$ cat src/inc/sms_pkg.sv
// shared constants and types for the stand-alone mode sequencer
package sms_pkg;
    // ------------------------------------------------------------
    // clock and timing
    // ------------------------------------------------------------
    localparam int unsigned CLK_HZ = 125_000_000;
    localparam int unsigned WAKE_MS = 30;
    localparam int unsigned STARTUP_MS = 10;
    localparam int unsigned SOFTSTART_MS = 20;
    localparam int unsigned IDLE_MS = 15;
    localparam int unsigned STARTUP_CYC = STARTUP_MS * (CLK_HZ / 1000);
    localparam int unsigned SOFTSTART_CYC = SOFTSTART_MS * (CLK_HZ / 1000);
    localparam int unsigned IDLE_CYC = IDLE_MS * (CLK_HZ / 1000);
    // whole 30 ms wake figure, counted from the waking edge
    localparam int unsigned WAKE_CYC = WAKE_MS * (CLK_HZ / 1000);
    // ------------------------------------------------------------
    // duty thresholds in percent, index = level being entered / left
    // ------------------------------------------------------------
    localparam logic [6:0] UP_PCT [8] = '{7'd1, 7'd20, 7'd35, 7'd48,
                                         7'd58, 7'd68, 7'd82, 7'd97};
    // falling: level k drops to k-1 below DN_PCT[k]; level 0 needs 0 %
    localparam logic [6:0] DN_PCT [8] = '{7'd0, 7'd15, 7'd28, 7'd42,
                                         7'd52, 7'd62, 7'd75, 7'd90};
    localparam logic [2:0] LEVEL_RST = 3'h0;
    localparam logic STANDBY_RELEASE_RST = 1'b0;
    localparam logic BOOST_EN_RST = 1'b1;
    localparam logic BRC_OFF_RST = 1'b0;
    // ------------------------------------------------------------
    // operating states
    // ------------------------------------------------------------
    typedef enum logic [4:0] {
        SMS_STANDBY   = 5'b00001,
        SMS_STARTUP   = 5'b00010,
        SMS_SOFTSTART = 5'b00100,
        SMS_NORMAL    = 5'b01000,
        SMS_RESET     = 5'b10000
    } sms_state_t;
endpackage : sms_pkg

$ cat src/logic/sms_duty_quant.sv
// duty cycle meter and hysteretic 3-bit level quantiser
`timescale 1ns/1ps
module sms_duty_quant #(
    parameter int unsigned CNT_W = 18
) (
    // clock and reset
    input wire logic core_clk_i,
    input wire logic rst_i,
    // brightness input, edge strobe and run enable
    input wire logic brc_i,
    input wire logic rise_i,
    input wire logic run_i,
    // results
    output logic [2:0] level_o,
    output logic on_o,
    output logic upd_o
);
    import sms_pkg::*;

    initial begin
        if (CNT_W < 16 || CNT_W > 24) begin
            $error("sms_duty_quant: CNT_W out of range");
        end
    end

    logic [CNT_W-1:0] hi_reg;
    logic [CNT_W-1:0] per_reg;
    logic [CNT_W-1:0] hi_lat_reg;
    logic [CNT_W-1:0] per_lat_reg;
    logic meas_vld_reg;
    logic [2:0] level_reg;
    logic on_reg;
    logic upd_reg;
    logic [2:0] level_next;
    logic on_next;
    logic [CNT_W+6:0] hi_x100;
    logic [7:0] cmp_up;
    logic [7:0] cmp_dn;

    // ------------------------------------------------------------
    // period counters, closed at each rising edge
    // ------------------------------------------------------------
    // high time and period counted in core cycles; saturating
    always_ff @(posedge core_clk_i) begin
        if (rst_i || !run_i) begin
            hi_reg <= '0;
            per_reg <= '0;
            hi_lat_reg <= '0;
            per_lat_reg <= '0;
            meas_vld_reg <= 1'b0;
        end else if (rise_i) begin
            hi_lat_reg <= hi_reg;
            per_lat_reg <= per_reg;
            meas_vld_reg <= per_reg != '0;
            hi_reg <= {{(CNT_W-1){1'b0}}, 1'b1};
            per_reg <= {{(CNT_W-1){1'b0}}, 1'b1};
        end else begin
            if (!(&per_reg)) per_reg <= per_reg + 1'b1;
            if (brc_i && !(&hi_reg)) hi_reg <= hi_reg + 1'b1;
            meas_vld_reg <= 1'b0;
        end
    end

    // ------------------------------------------------------------
    // threshold compare: hi*100 >= pct*per, no divider needed
    // ------------------------------------------------------------
    assign hi_x100 = 7'(100) * hi_lat_reg;
    genvar g;
    generate
        for (g = 0; g < 8; g++) begin : g_cmp
            assign cmp_up[g] = hi_x100 >= UP_PCT[g] * per_lat_reg;
            assign cmp_dn[g] = hi_x100 >= DN_PCT[g] * per_lat_reg;
        end
    endgenerate

    // hysteresis: climb on rising set, fall on falling set
    always_comb begin
        level_next = level_reg;
        on_next = on_reg;
        if (!on_reg) begin
            if (cmp_up[0]) begin
                on_next = 1'b1;
                level_next = 3'h0;
            end
        end else if (level_reg != 3'h7 && cmp_up[level_reg + 3'h1]) begin
            level_next = level_reg + 3'h1;
        end else if (level_reg != 3'h0 && !cmp_dn[level_reg]) begin
            level_next = level_reg - 3'h1;
        end else if (level_reg == 3'h0 && hi_lat_reg == '0) begin
            on_next = 1'b0;
        end
    end

    // ------------------------------------------------------------
    // level register: one step per measured period, so large
    // jumps settle in two periods only for adjacent levels
    // ------------------------------------------------------------
    always_ff @(posedge core_clk_i) begin
        if (rst_i || !run_i) begin
            level_reg <= LEVEL_RST;
            on_reg <= 1'b0;
            upd_reg <= 1'b0;
        end else begin
            upd_reg <= meas_vld_reg;
            if (meas_vld_reg) begin
                level_reg <= level_next;
                on_reg <= on_next;
            end
        end
    end

    assign level_o = level_reg;
    assign on_o = on_reg;
    assign upd_o = upd_reg;
endmodule : sms_duty_quant

$ cat src/logic/sms_sequencer.sv
// operating-state sequencer with stand-alone brightness decoding
`timescale 1ns/1ps
module sms_sequencer #(
    parameter int unsigned STARTUP_CYCLES = sms_pkg::STARTUP_CYC,
    parameter int unsigned SOFTSTART_CYCLES = sms_pkg::SOFTSTART_CYC,
    parameter int unsigned WAKE_CYCLES = sms_pkg::WAKE_CYC,
    parameter int unsigned IDLE_CYCLES = sms_pkg::IDLE_CYC
) (
    // clock and reset
    input wire logic core_clk_i,
    input wire logic rst_i,
    // reset sources
    input wire logic external_reset_n_i,
    input wire logic power_on_reset_i,
    // register bits from the serial port, with write strobes
    input wire logic standby_release_bit_i,
    input wire logic boost_en_i,
    input wire logic boost_en_wr_i,
    input wire logic brc_off_i,
    input wire logic reg_wr_i,
    // brightness input and events
    input wire logic brc_i,
    input wire logic overtemperature_event_i,
    input wire logic nvm_trim_done_i,
    // outputs
    output sms_pkg::sms_state_t state_o,
    output logic reg_clear_o,
    output logic standalone_o,
    output logic nvm_load_o,
    output logic boost_on_o,
    output logic boost_soft_o,
    output logic boost_adaptive_o,
    output logic leds_on_o,
    output logic [2:0] level_o
);
    import sms_pkg::*;

    initial begin
        if (STARTUP_CYCLES + SOFTSTART_CYCLES > WAKE_CYCLES ||
            IDLE_CYCLES < 1 || WAKE_CYCLES > 32'h00ff_ffff) begin
            $error("sms_sequencer: timing parameters inconsistent");
        end
    end

    sms_state_t state_reg;
    sms_state_t state_next;
    logic brc_d_reg;
    logic brc_rise;
    logic int_rst;
    logic sa_reg;
    logic [23:0] tmr_reg;
    logic [23:0] wake_reg;
    logic [23:0] idle_reg;
    logic trim_seen_reg;
    logic wake_done;
    logic idle_out;
    logic [2:0] q_level;
    logic q_on;
    logic leds_reg;
    logic [2:0] level_reg;
    logic boost_prev_reg;

    // ------------------------------------------------------------
    // reset merge and edge detect
    // ------------------------------------------------------------
    assign int_rst = rst_i || !external_reset_n_i || power_on_reset_i;
    assign brc_rise = brc_i && !brc_d_reg && !brc_off_i;

    always_ff @(posedge core_clk_i) begin
        if (int_rst) brc_d_reg <= 1'b0;
        else brc_d_reg <= brc_i;
    end

    // ------------------------------------------------------------
    // state machine
    // ------------------------------------------------------------
    assign wake_done = wake_reg == '0;
    assign idle_out = sa_reg && idle_reg == '0;

    always_comb begin
        state_next = state_reg;
        unique case (state_reg)
            SMS_RESET: state_next = SMS_STANDBY;
            SMS_STANDBY: begin
                // register bit or edge starts the power-up path
                if (standby_release_bit_i || brc_rise)
                    state_next = SMS_STARTUP;
            end
            SMS_STARTUP: begin
                // wait counts only once trim values are in
                if (!overtemperature_event_i && trim_seen_reg &&
                    tmr_reg == '0) begin
                    state_next = boost_en_i ? SMS_SOFTSTART : SMS_NORMAL;
                end
            end
            SMS_SOFTSTART: begin
                if (tmr_reg == '0) state_next = SMS_NORMAL;
            end
            SMS_NORMAL: begin
                if (boost_en_wr_i && boost_en_i && !boost_prev_reg)
                    state_next = SMS_SOFTSTART;
            end
            default: state_next = SMS_RESET;
        endcase
        // overtemperature forces start-up from any powered state; the standby return below still wins over it
        if (overtemperature_event_i && state_reg != SMS_STANDBY &&
            state_reg != SMS_RESET) state_next = SMS_STARTUP;
        // idle timeout or, in host mode, release bit low returns to standby
        if (state_reg != SMS_RESET && state_reg != SMS_STANDBY &&
            (idle_out || (!sa_reg && !standby_release_bit_i)))
            state_next = SMS_STANDBY;
    end

    always_ff @(posedge core_clk_i) begin
        if (int_rst) state_reg <= SMS_RESET;
        else state_reg <= state_next;
    end

    // boost state one cycle back: the live output already follows the
    // written bit, so it cannot tell whether the write turned boost on
    always_ff @(posedge core_clk_i) begin
        if (int_rst) boost_prev_reg <= 1'b0;
        else boost_prev_reg <= boost_on_o;
    end

    // ------------------------------------------------------------
    // stand-alone flag: set by the waking edge, cleared at standby
    // ------------------------------------------------------------
    always_ff @(posedge core_clk_i) begin
        if (int_rst) sa_reg <= 1'b0;
        else if (state_reg == SMS_STANDBY && brc_rise) sa_reg <= 1'b1;
        else if (state_next == SMS_STANDBY) sa_reg <= 1'b0;
    end

    // ------------------------------------------------------------
    // state timer, loaded on state entry
    // ------------------------------------------------------------
    always_ff @(posedge core_clk_i) begin
        if (int_rst) begin
            tmr_reg <= '0;
            trim_seen_reg <= 1'b0;
        end else if (state_next != state_reg) begin
            trim_seen_reg <= 1'b0;
            if (state_next == SMS_STARTUP)
                tmr_reg <= 24'(STARTUP_CYCLES - 1);
            else if (state_next == SMS_SOFTSTART)
                tmr_reg <= 24'(SOFTSTART_CYCLES - 1);
            else tmr_reg <= '0;
        end else if (state_reg == SMS_STARTUP && overtemperature_event_i) begin
            // a hot chip restarts the whole wait once it cools
            trim_seen_reg <= 1'b0;
            tmr_reg <= 24'(STARTUP_CYCLES - 1);
        end else if (state_reg == SMS_STARTUP && !trim_seen_reg) begin
            trim_seen_reg <= nvm_trim_done_i;
        end else if (tmr_reg != '0) begin
            tmr_reg <= tmr_reg - 24'h1;
        end
    end

    // ------------------------------------------------------------
    // wake delay and idle timeout for stand-alone use
    // ------------------------------------------------------------
    always_ff @(posedge core_clk_i) begin
        if (int_rst || !sa_reg) begin
            wake_reg <= 24'(WAKE_CYCLES - 1);
            idle_reg <= 24'(IDLE_CYCLES - 1);
        end else begin
            if (!wake_done) wake_reg <= wake_reg - 24'h1;
            // any high level or edge restarts the idle window
            if (brc_i) idle_reg <= 24'(IDLE_CYCLES - 1);
            else if (idle_reg != '0) idle_reg <= idle_reg - 24'h1;
        end
    end

    // ------------------------------------------------------------
    // duty quantiser
    // ------------------------------------------------------------
    sms_duty_quant #(
        .CNT_W(18)
    ) u_quant (
        .core_clk_i(core_clk_i),
        .rst_i(int_rst),
        .brc_i(brc_i),
        .rise_i(brc_rise),
        .run_i(sa_reg),
        .level_o(q_level),
        .on_o(q_on),
        .upd_o()
    );

    // ------------------------------------------------------------
    // led gate: off in soft-start and, in stand-alone, before the wake delay
    // ------------------------------------------------------------
    always_ff @(posedge core_clk_i) begin
        if (int_rst) begin
            leds_reg <= 1'b0;
            level_reg <= LEVEL_RST;
        end else begin
            // next state, so leds drop on the very edge that leaves normal
            leds_reg <= state_next == SMS_NORMAL &&
                (!sa_reg || (wake_done && q_on));
            level_reg <= q_level;
        end
    end

    // ------------------------------------------------------------
    // outputs
    // ------------------------------------------------------------
    assign state_o = state_reg;
    // registers go to defaults in reset; writes otherwise pass freely
    assign reg_clear_o = state_reg == SMS_RESET;
    assign standalone_o = sa_reg;
    assign nvm_load_o = sa_reg && state_reg == SMS_STARTUP;
    // boost stays off when the enable bit is low
    assign boost_on_o = boost_en_i && (state_reg == SMS_SOFTSTART ||
        state_reg == SMS_NORMAL);
    assign boost_soft_o = state_reg == SMS_SOFTSTART;
    assign boost_adaptive_o = sa_reg || boost_on_o;
    assign leds_on_o = leds_reg;
    assign level_o = level_reg;

    // ------------------------------------------------------------
    // checks
    // ------------------------------------------------------------
    reset_goes_standby_a: assert property (@(posedge core_clk_i)
        disable iff (int_rst) state_reg == SMS_RESET |=> state_reg == SMS_STANDBY)
        else $error("reset did not lead to standby");
    wake_edge_a: assert property (@(posedge core_clk_i)
        disable iff (int_rst) state_reg == SMS_STANDBY && brc_rise
        |=> state_reg == SMS_STARTUP && sa_reg)
        else $error("brightness edge did not wake");
    soft_leds_off_a: assert property (@(posedge core_clk_i)
        disable iff (int_rst) state_reg == SMS_SOFTSTART |-> !leds_on_o)
        else $error("leds lit during soft-start");
    hot_startup_a: assert property (@(posedge core_clk_i)
        disable iff (int_rst) overtemperature_event_i &&
        state_reg == SMS_NORMAL && !idle_out &&
        (sa_reg || standby_release_bit_i) |=> state_reg == SMS_STARTUP)
        else $error("overtemperature not honoured");
    boost_off_a: assert property (@(posedge core_clk_i)
        disable iff (int_rst) !boost_en_i |-> !boost_on_o)
        else $error("boost on with enable low");
    leds_wait_a: assert property (@(posedge core_clk_i)
        disable iff (int_rst) leds_on_o && sa_reg |-> wake_done)
        else $error("leds before wake delay");
    idle_standby_a: assert property (@(posedge core_clk_i)
        disable iff (int_rst) idle_out && state_reg != SMS_STANDBY
        |=> state_reg == SMS_STANDBY)
        else $error("idle timeout missed");
    nvm_sa_a: assert property (@(posedge core_clk_i)
        disable iff (int_rst) nvm_load_o |-> sa_reg && state_reg == SMS_STARTUP)
        else $error("nvm load outside stand-alone start-up");
    cv_wake_c: cover property (@(posedge core_clk_i) disable iff (int_rst)
        state_reg == SMS_STANDBY && brc_rise);
    cv_soft_c: cover property (@(posedge core_clk_i) disable iff (int_rst)
        state_reg == SMS_SOFTSTART ##1 state_reg == SMS_NORMAL);
    cv_leds_c: cover property (@(posedge core_clk_i) disable iff (int_rst)
        leds_on_o && level_o == 3'h7);
    cv_wr_stby_c: cover property (@(posedge core_clk_i) disable iff (int_rst)
        reg_wr_i && state_reg == SMS_STANDBY);
endmodule : sms_sequencer

$ cat config.mk
export PLATFORM = sky130hd
export DESIGN_NAME = sms_sequencer
export DESIGN_NICKNAME = d
export VERILOG_FILES = /design/src/inc/sms_pkg.sv /design/src/logic/sms_duty_quant.sv /design/src/logic/sms_sequencer.sv
export SDC_FILE = /design/constraint.sdc
export NUM_CORES = 2
export LEC_CHECK = 0
export BUFFER_PORTS_ARGS = -buffer_cell sky130_fd_sc_hd__buf_2
export CAP_MARGIN = 0
export CORE_ASPECT_RATIO = 0.5
export CORE_UTILIZATION = 65
export DETAILED_ROUTE_END_ITERATION = 8
export HOLD_SLACK_MARGIN = 0.06
export PLACE_DENSITY = 0.82
export REMOVE_ABC_BUFFERS = 1
export SLEW_MARGIN = 5
export SYNTH_ARGS = -nofsm -noshare
export SYNTH_HDL_FRONTEND = slang
export SYNTH_SLANG_ARGS = --single-unit
$ cat constraint.sdc
create_clock -name core_clk_i -period 18.3 [get_ports core_clk_i]
set_input_delay 2.745 -clock core_clk_i [delete_from_list [all_inputs] [get_ports core_clk_i]]
set_output_delay 2.745 -clock core_clk_i [all_outputs]
set_load 0.01 [all_outputs]
==> results.cfg <==
[die]
fp.dieH_um = 162
die_area_um2 = 52300
core_um2 = 50400
initial_core_util_pct = 66.1
rows = 58
pin_count = 27
die_w_um = 322

[place]
gp_congestion = 0.924
io_buffer_count = 25
hpwl_mm = 71.0
dp.cells = 4707

[global_routing]
grt-ovfl-total = 0
grt_max_degree = 56
antenna_found_initial = 1
grt_usage_pct = 34.5
grt_pass1_vias = 29400
grt_pass1_wl_mm = 144

[synthesis]
synth_edf_count = 0
synthArstFlopShare_pct = 0
synthFlopType = dfxtp_1
synth_xor_area_share_pct = 7.72
synthTopCellsByArea = ha_1, fa_1, dfxtp_1
synthMuxAreaShare_pct = 0.0638
ys_seq_area_share_pct = 9.72
ys_types = 88
syn-instance-count = 3983
ys_ff_latch = 162
synth_top_family_by_area = adder cells
yosys.area_share.adder_pct = 44.0
syn_avg_cell_area_um2 = 8.37
netlist.area_leader.share_pct = 29.0
netlist_area_um2 = 33400
yosysWarnings = 0
synth_compound_area_share_pct = 16.5
synth_area_leader_cell = ha_1
synthSimpleGateAreaFrac_pct = 14.9

[pwr]
p_comb_share_pct = 4.5
p_switching_uw = 193
p_sw_share_pct = 25.1
p_total_uw = 770
ir_drop_mv = 0.0561
clkPwrFrac_pct = 49.5
internal-power_uw = 577
power.density_nw_per_um2 = 21.8
power.share.sequential_pct = 46.0
leakage_nw = 18.1

[route]
viasPerCell = 6.18
route.met2.wl_mm = 42.2
route.detailed.drc = 0
top_layer_used = met4
routed_wl_mm = 89.2
vias = 29300
firstDrtPassIters = 7
wl_met1_mm = 36.5
met3WireLength_mm = 6.59
wire_per_inst_um = 18.8
drt_first_iter_violations = 2014
drtAntennaViolNets = 0

[clocking]
cts_repair_resize_count = 0
cts_inserted_buffers = 17
worst_skew_pair.late_latency_ns = 0.44
ctsHoldBuffers = 0
cts_tree = done
clkTransAtPathRegs_ns = 0.08
clock-sinks = 162
clock_path_buffers = 2
cts_root_buffer = clkbuf_16
cts_setup_buffers = 0
h-tree-depth = 4

[timing]
finalCritPeriodShare_pct = 45.3
relSlewSlack_pct = 24.4
max_freq_mhz = 121
hold_violations = 0
final.setup.tns_ns = 0
rsz0062_at_grt = false
tightest_slew_ns = 1.13
fin_skew_ns = 0.0139
period_needed_ns = 8.30
drv_slew = 0
setup_viol = 0

[worst_setup_path]
path_class = flop to flop
cp_slowest_cell = o41ai_1
cp_common_cell = inv_1
cp.arrival_ns = 8.67
crit_path_start_kind = flop
cp.required_ns = 18.67
crit_fanout = 17
endpoint_kind = flop
cpPeakStageDelay_ns = 0.69
r2r_cells = 29

[cells_and_area]
drive_gt1_share_pct = 4.00
nets = 5069
fin_cells = 4740
area_growth_pct = 5.68

[job]
maxCapViolations = 0

[worst_hold_path]
hold_depth = 2
hold_class = flop to flop

[status]
status = complete, no violations
-- critical path, delay by kind of cell, from the launching register on --
family | cells | cell delay (ns)
adders and majority gates | 5 | 1.97
DFF | 1 | 0.51
buffers and inverters | 6 | 1.09
AOI/OAI and AO/OA | 14 | 3.89
and+or+nand+nor | 3 | 0.59
xor gates and xnor gates | 1 | 0.18
-- worst paths after layout --
kind | endpoint | from | slack, ns
max | u_quant.level_o[2] | u_quant.per_lat_reg[7] | 10.00
min | u_quant.per_lat_reg[9] | u_quant.per_lat_reg[9] | 0.45
max reg2reg | u_quant.level_o[2] | u_quant.per_lat_reg[7] | 10.00
min reg2reg | u_quant.per_lat_reg[9] | u_quant.per_lat_reg[9] | 0.45
-- placed cells by master (no fill, tap or decap), types with 12 or more instances in the layout --
master and instances:
o21a_1 31, nand2_1 279, o41ai_1 12, nand2b_1 50, o21ai_0 173, or3_1 34
o31ai_1 13, buf_2 25, nand3_1 108, xnor2_1 168, ha_1 773, nor2_1 210
nand4_1 53, and2_1 12, nor4_1 28, a21o_1 96, dfxtp_1 162, inv_1 591
nor3_1 101, a21oi_1 277, xor2_1 117, o211ai_1 19, a2111oi_0 13, fa_1 248
nor2b_1 33, a211oi_1 25, a31oi_1 46, buf_4 45, clkbuf_16 17, and3_1 26
o21bai_1 32, or2_2 21
-- Yosys cell counts, types with 101 or more instances --
master     n
ha_1     773
inv_1    591
nand2_1  280
a21oi_1  277
fa_1     248
nor2_1   210
o21ai_0  173
xnor2_1  173
dfxtp_1  162
xor2_1   121
nand3_1  108
nor3_1   101
-- routing by layer --
layer / up-vias / global-route usage (%)
li1: 14000 / -
met1: 14100 / 43.2
met2: 991 / 60.4
met3: 256 / 3.73
met4: 0 / 14.6
met5: - / 0
-- logic make-up (layout without fill, tap and decap cells) --
logic type | count (synthesis) | count (layout)
simple gates | 1008 | 1008
mux | 2 | 2
other cells | 0 | 1
fa+ha+maj | 1025 | 1025
buf+inv | 628 | 694
xor+xnor | 294 | 294
compound gates | 864 | 864
flops | 162 | 162
-- stage by stage --
step / cell area, um^2 / setup WS, ns / utilization (%) / hold WS, ns
after CTS: 35200 / 10.16 / 69.9 / 0.457
after global routing: 35200 / 9.63 / 69.9 / 0.477
after floorplan: 33200 / 11.66 / - / 0.440
final: 35300 / 10.00 / 69.9 / 0.455
after detailed placement: 34600 / 10.20 / 68.6 / 0.447
after global placement: 34600 / 10.33 / 68.6 / 0.446
-- power by group through the flow --
| stage | Sequential (mW) | Clock [mW] | Combinational, mW |
|---|---|---|---|
| final | 0.355 | 0.381 | 0.0346 |
| after global routing | 0.354 | 0.398 | 0.0379 |
| after CTS | 0.354 | 0.384 | 0.0341 |
| after detailed placement | 0.363 | 0 | 0.0337 |
| after global placement | 0.363 | 0 | 0.0330 |
| after floorplan | 0.362 | 0 | 0.0247 |
-- layout make-up --
class | count | area, um^2
well taps | 690 | 863
repair buffers | 70 | 463
multi-input cells | 3193 | 27800
clock buffers | 17 | 425
diodes | 1 | 2.50
flip-flops and latches | 162 | 3240
inverters | 592 | 2220
clock inverters | 15 | 209
fillers | 3894 | 15200
No activity file was read; power rests on OpenSTA's default activity.
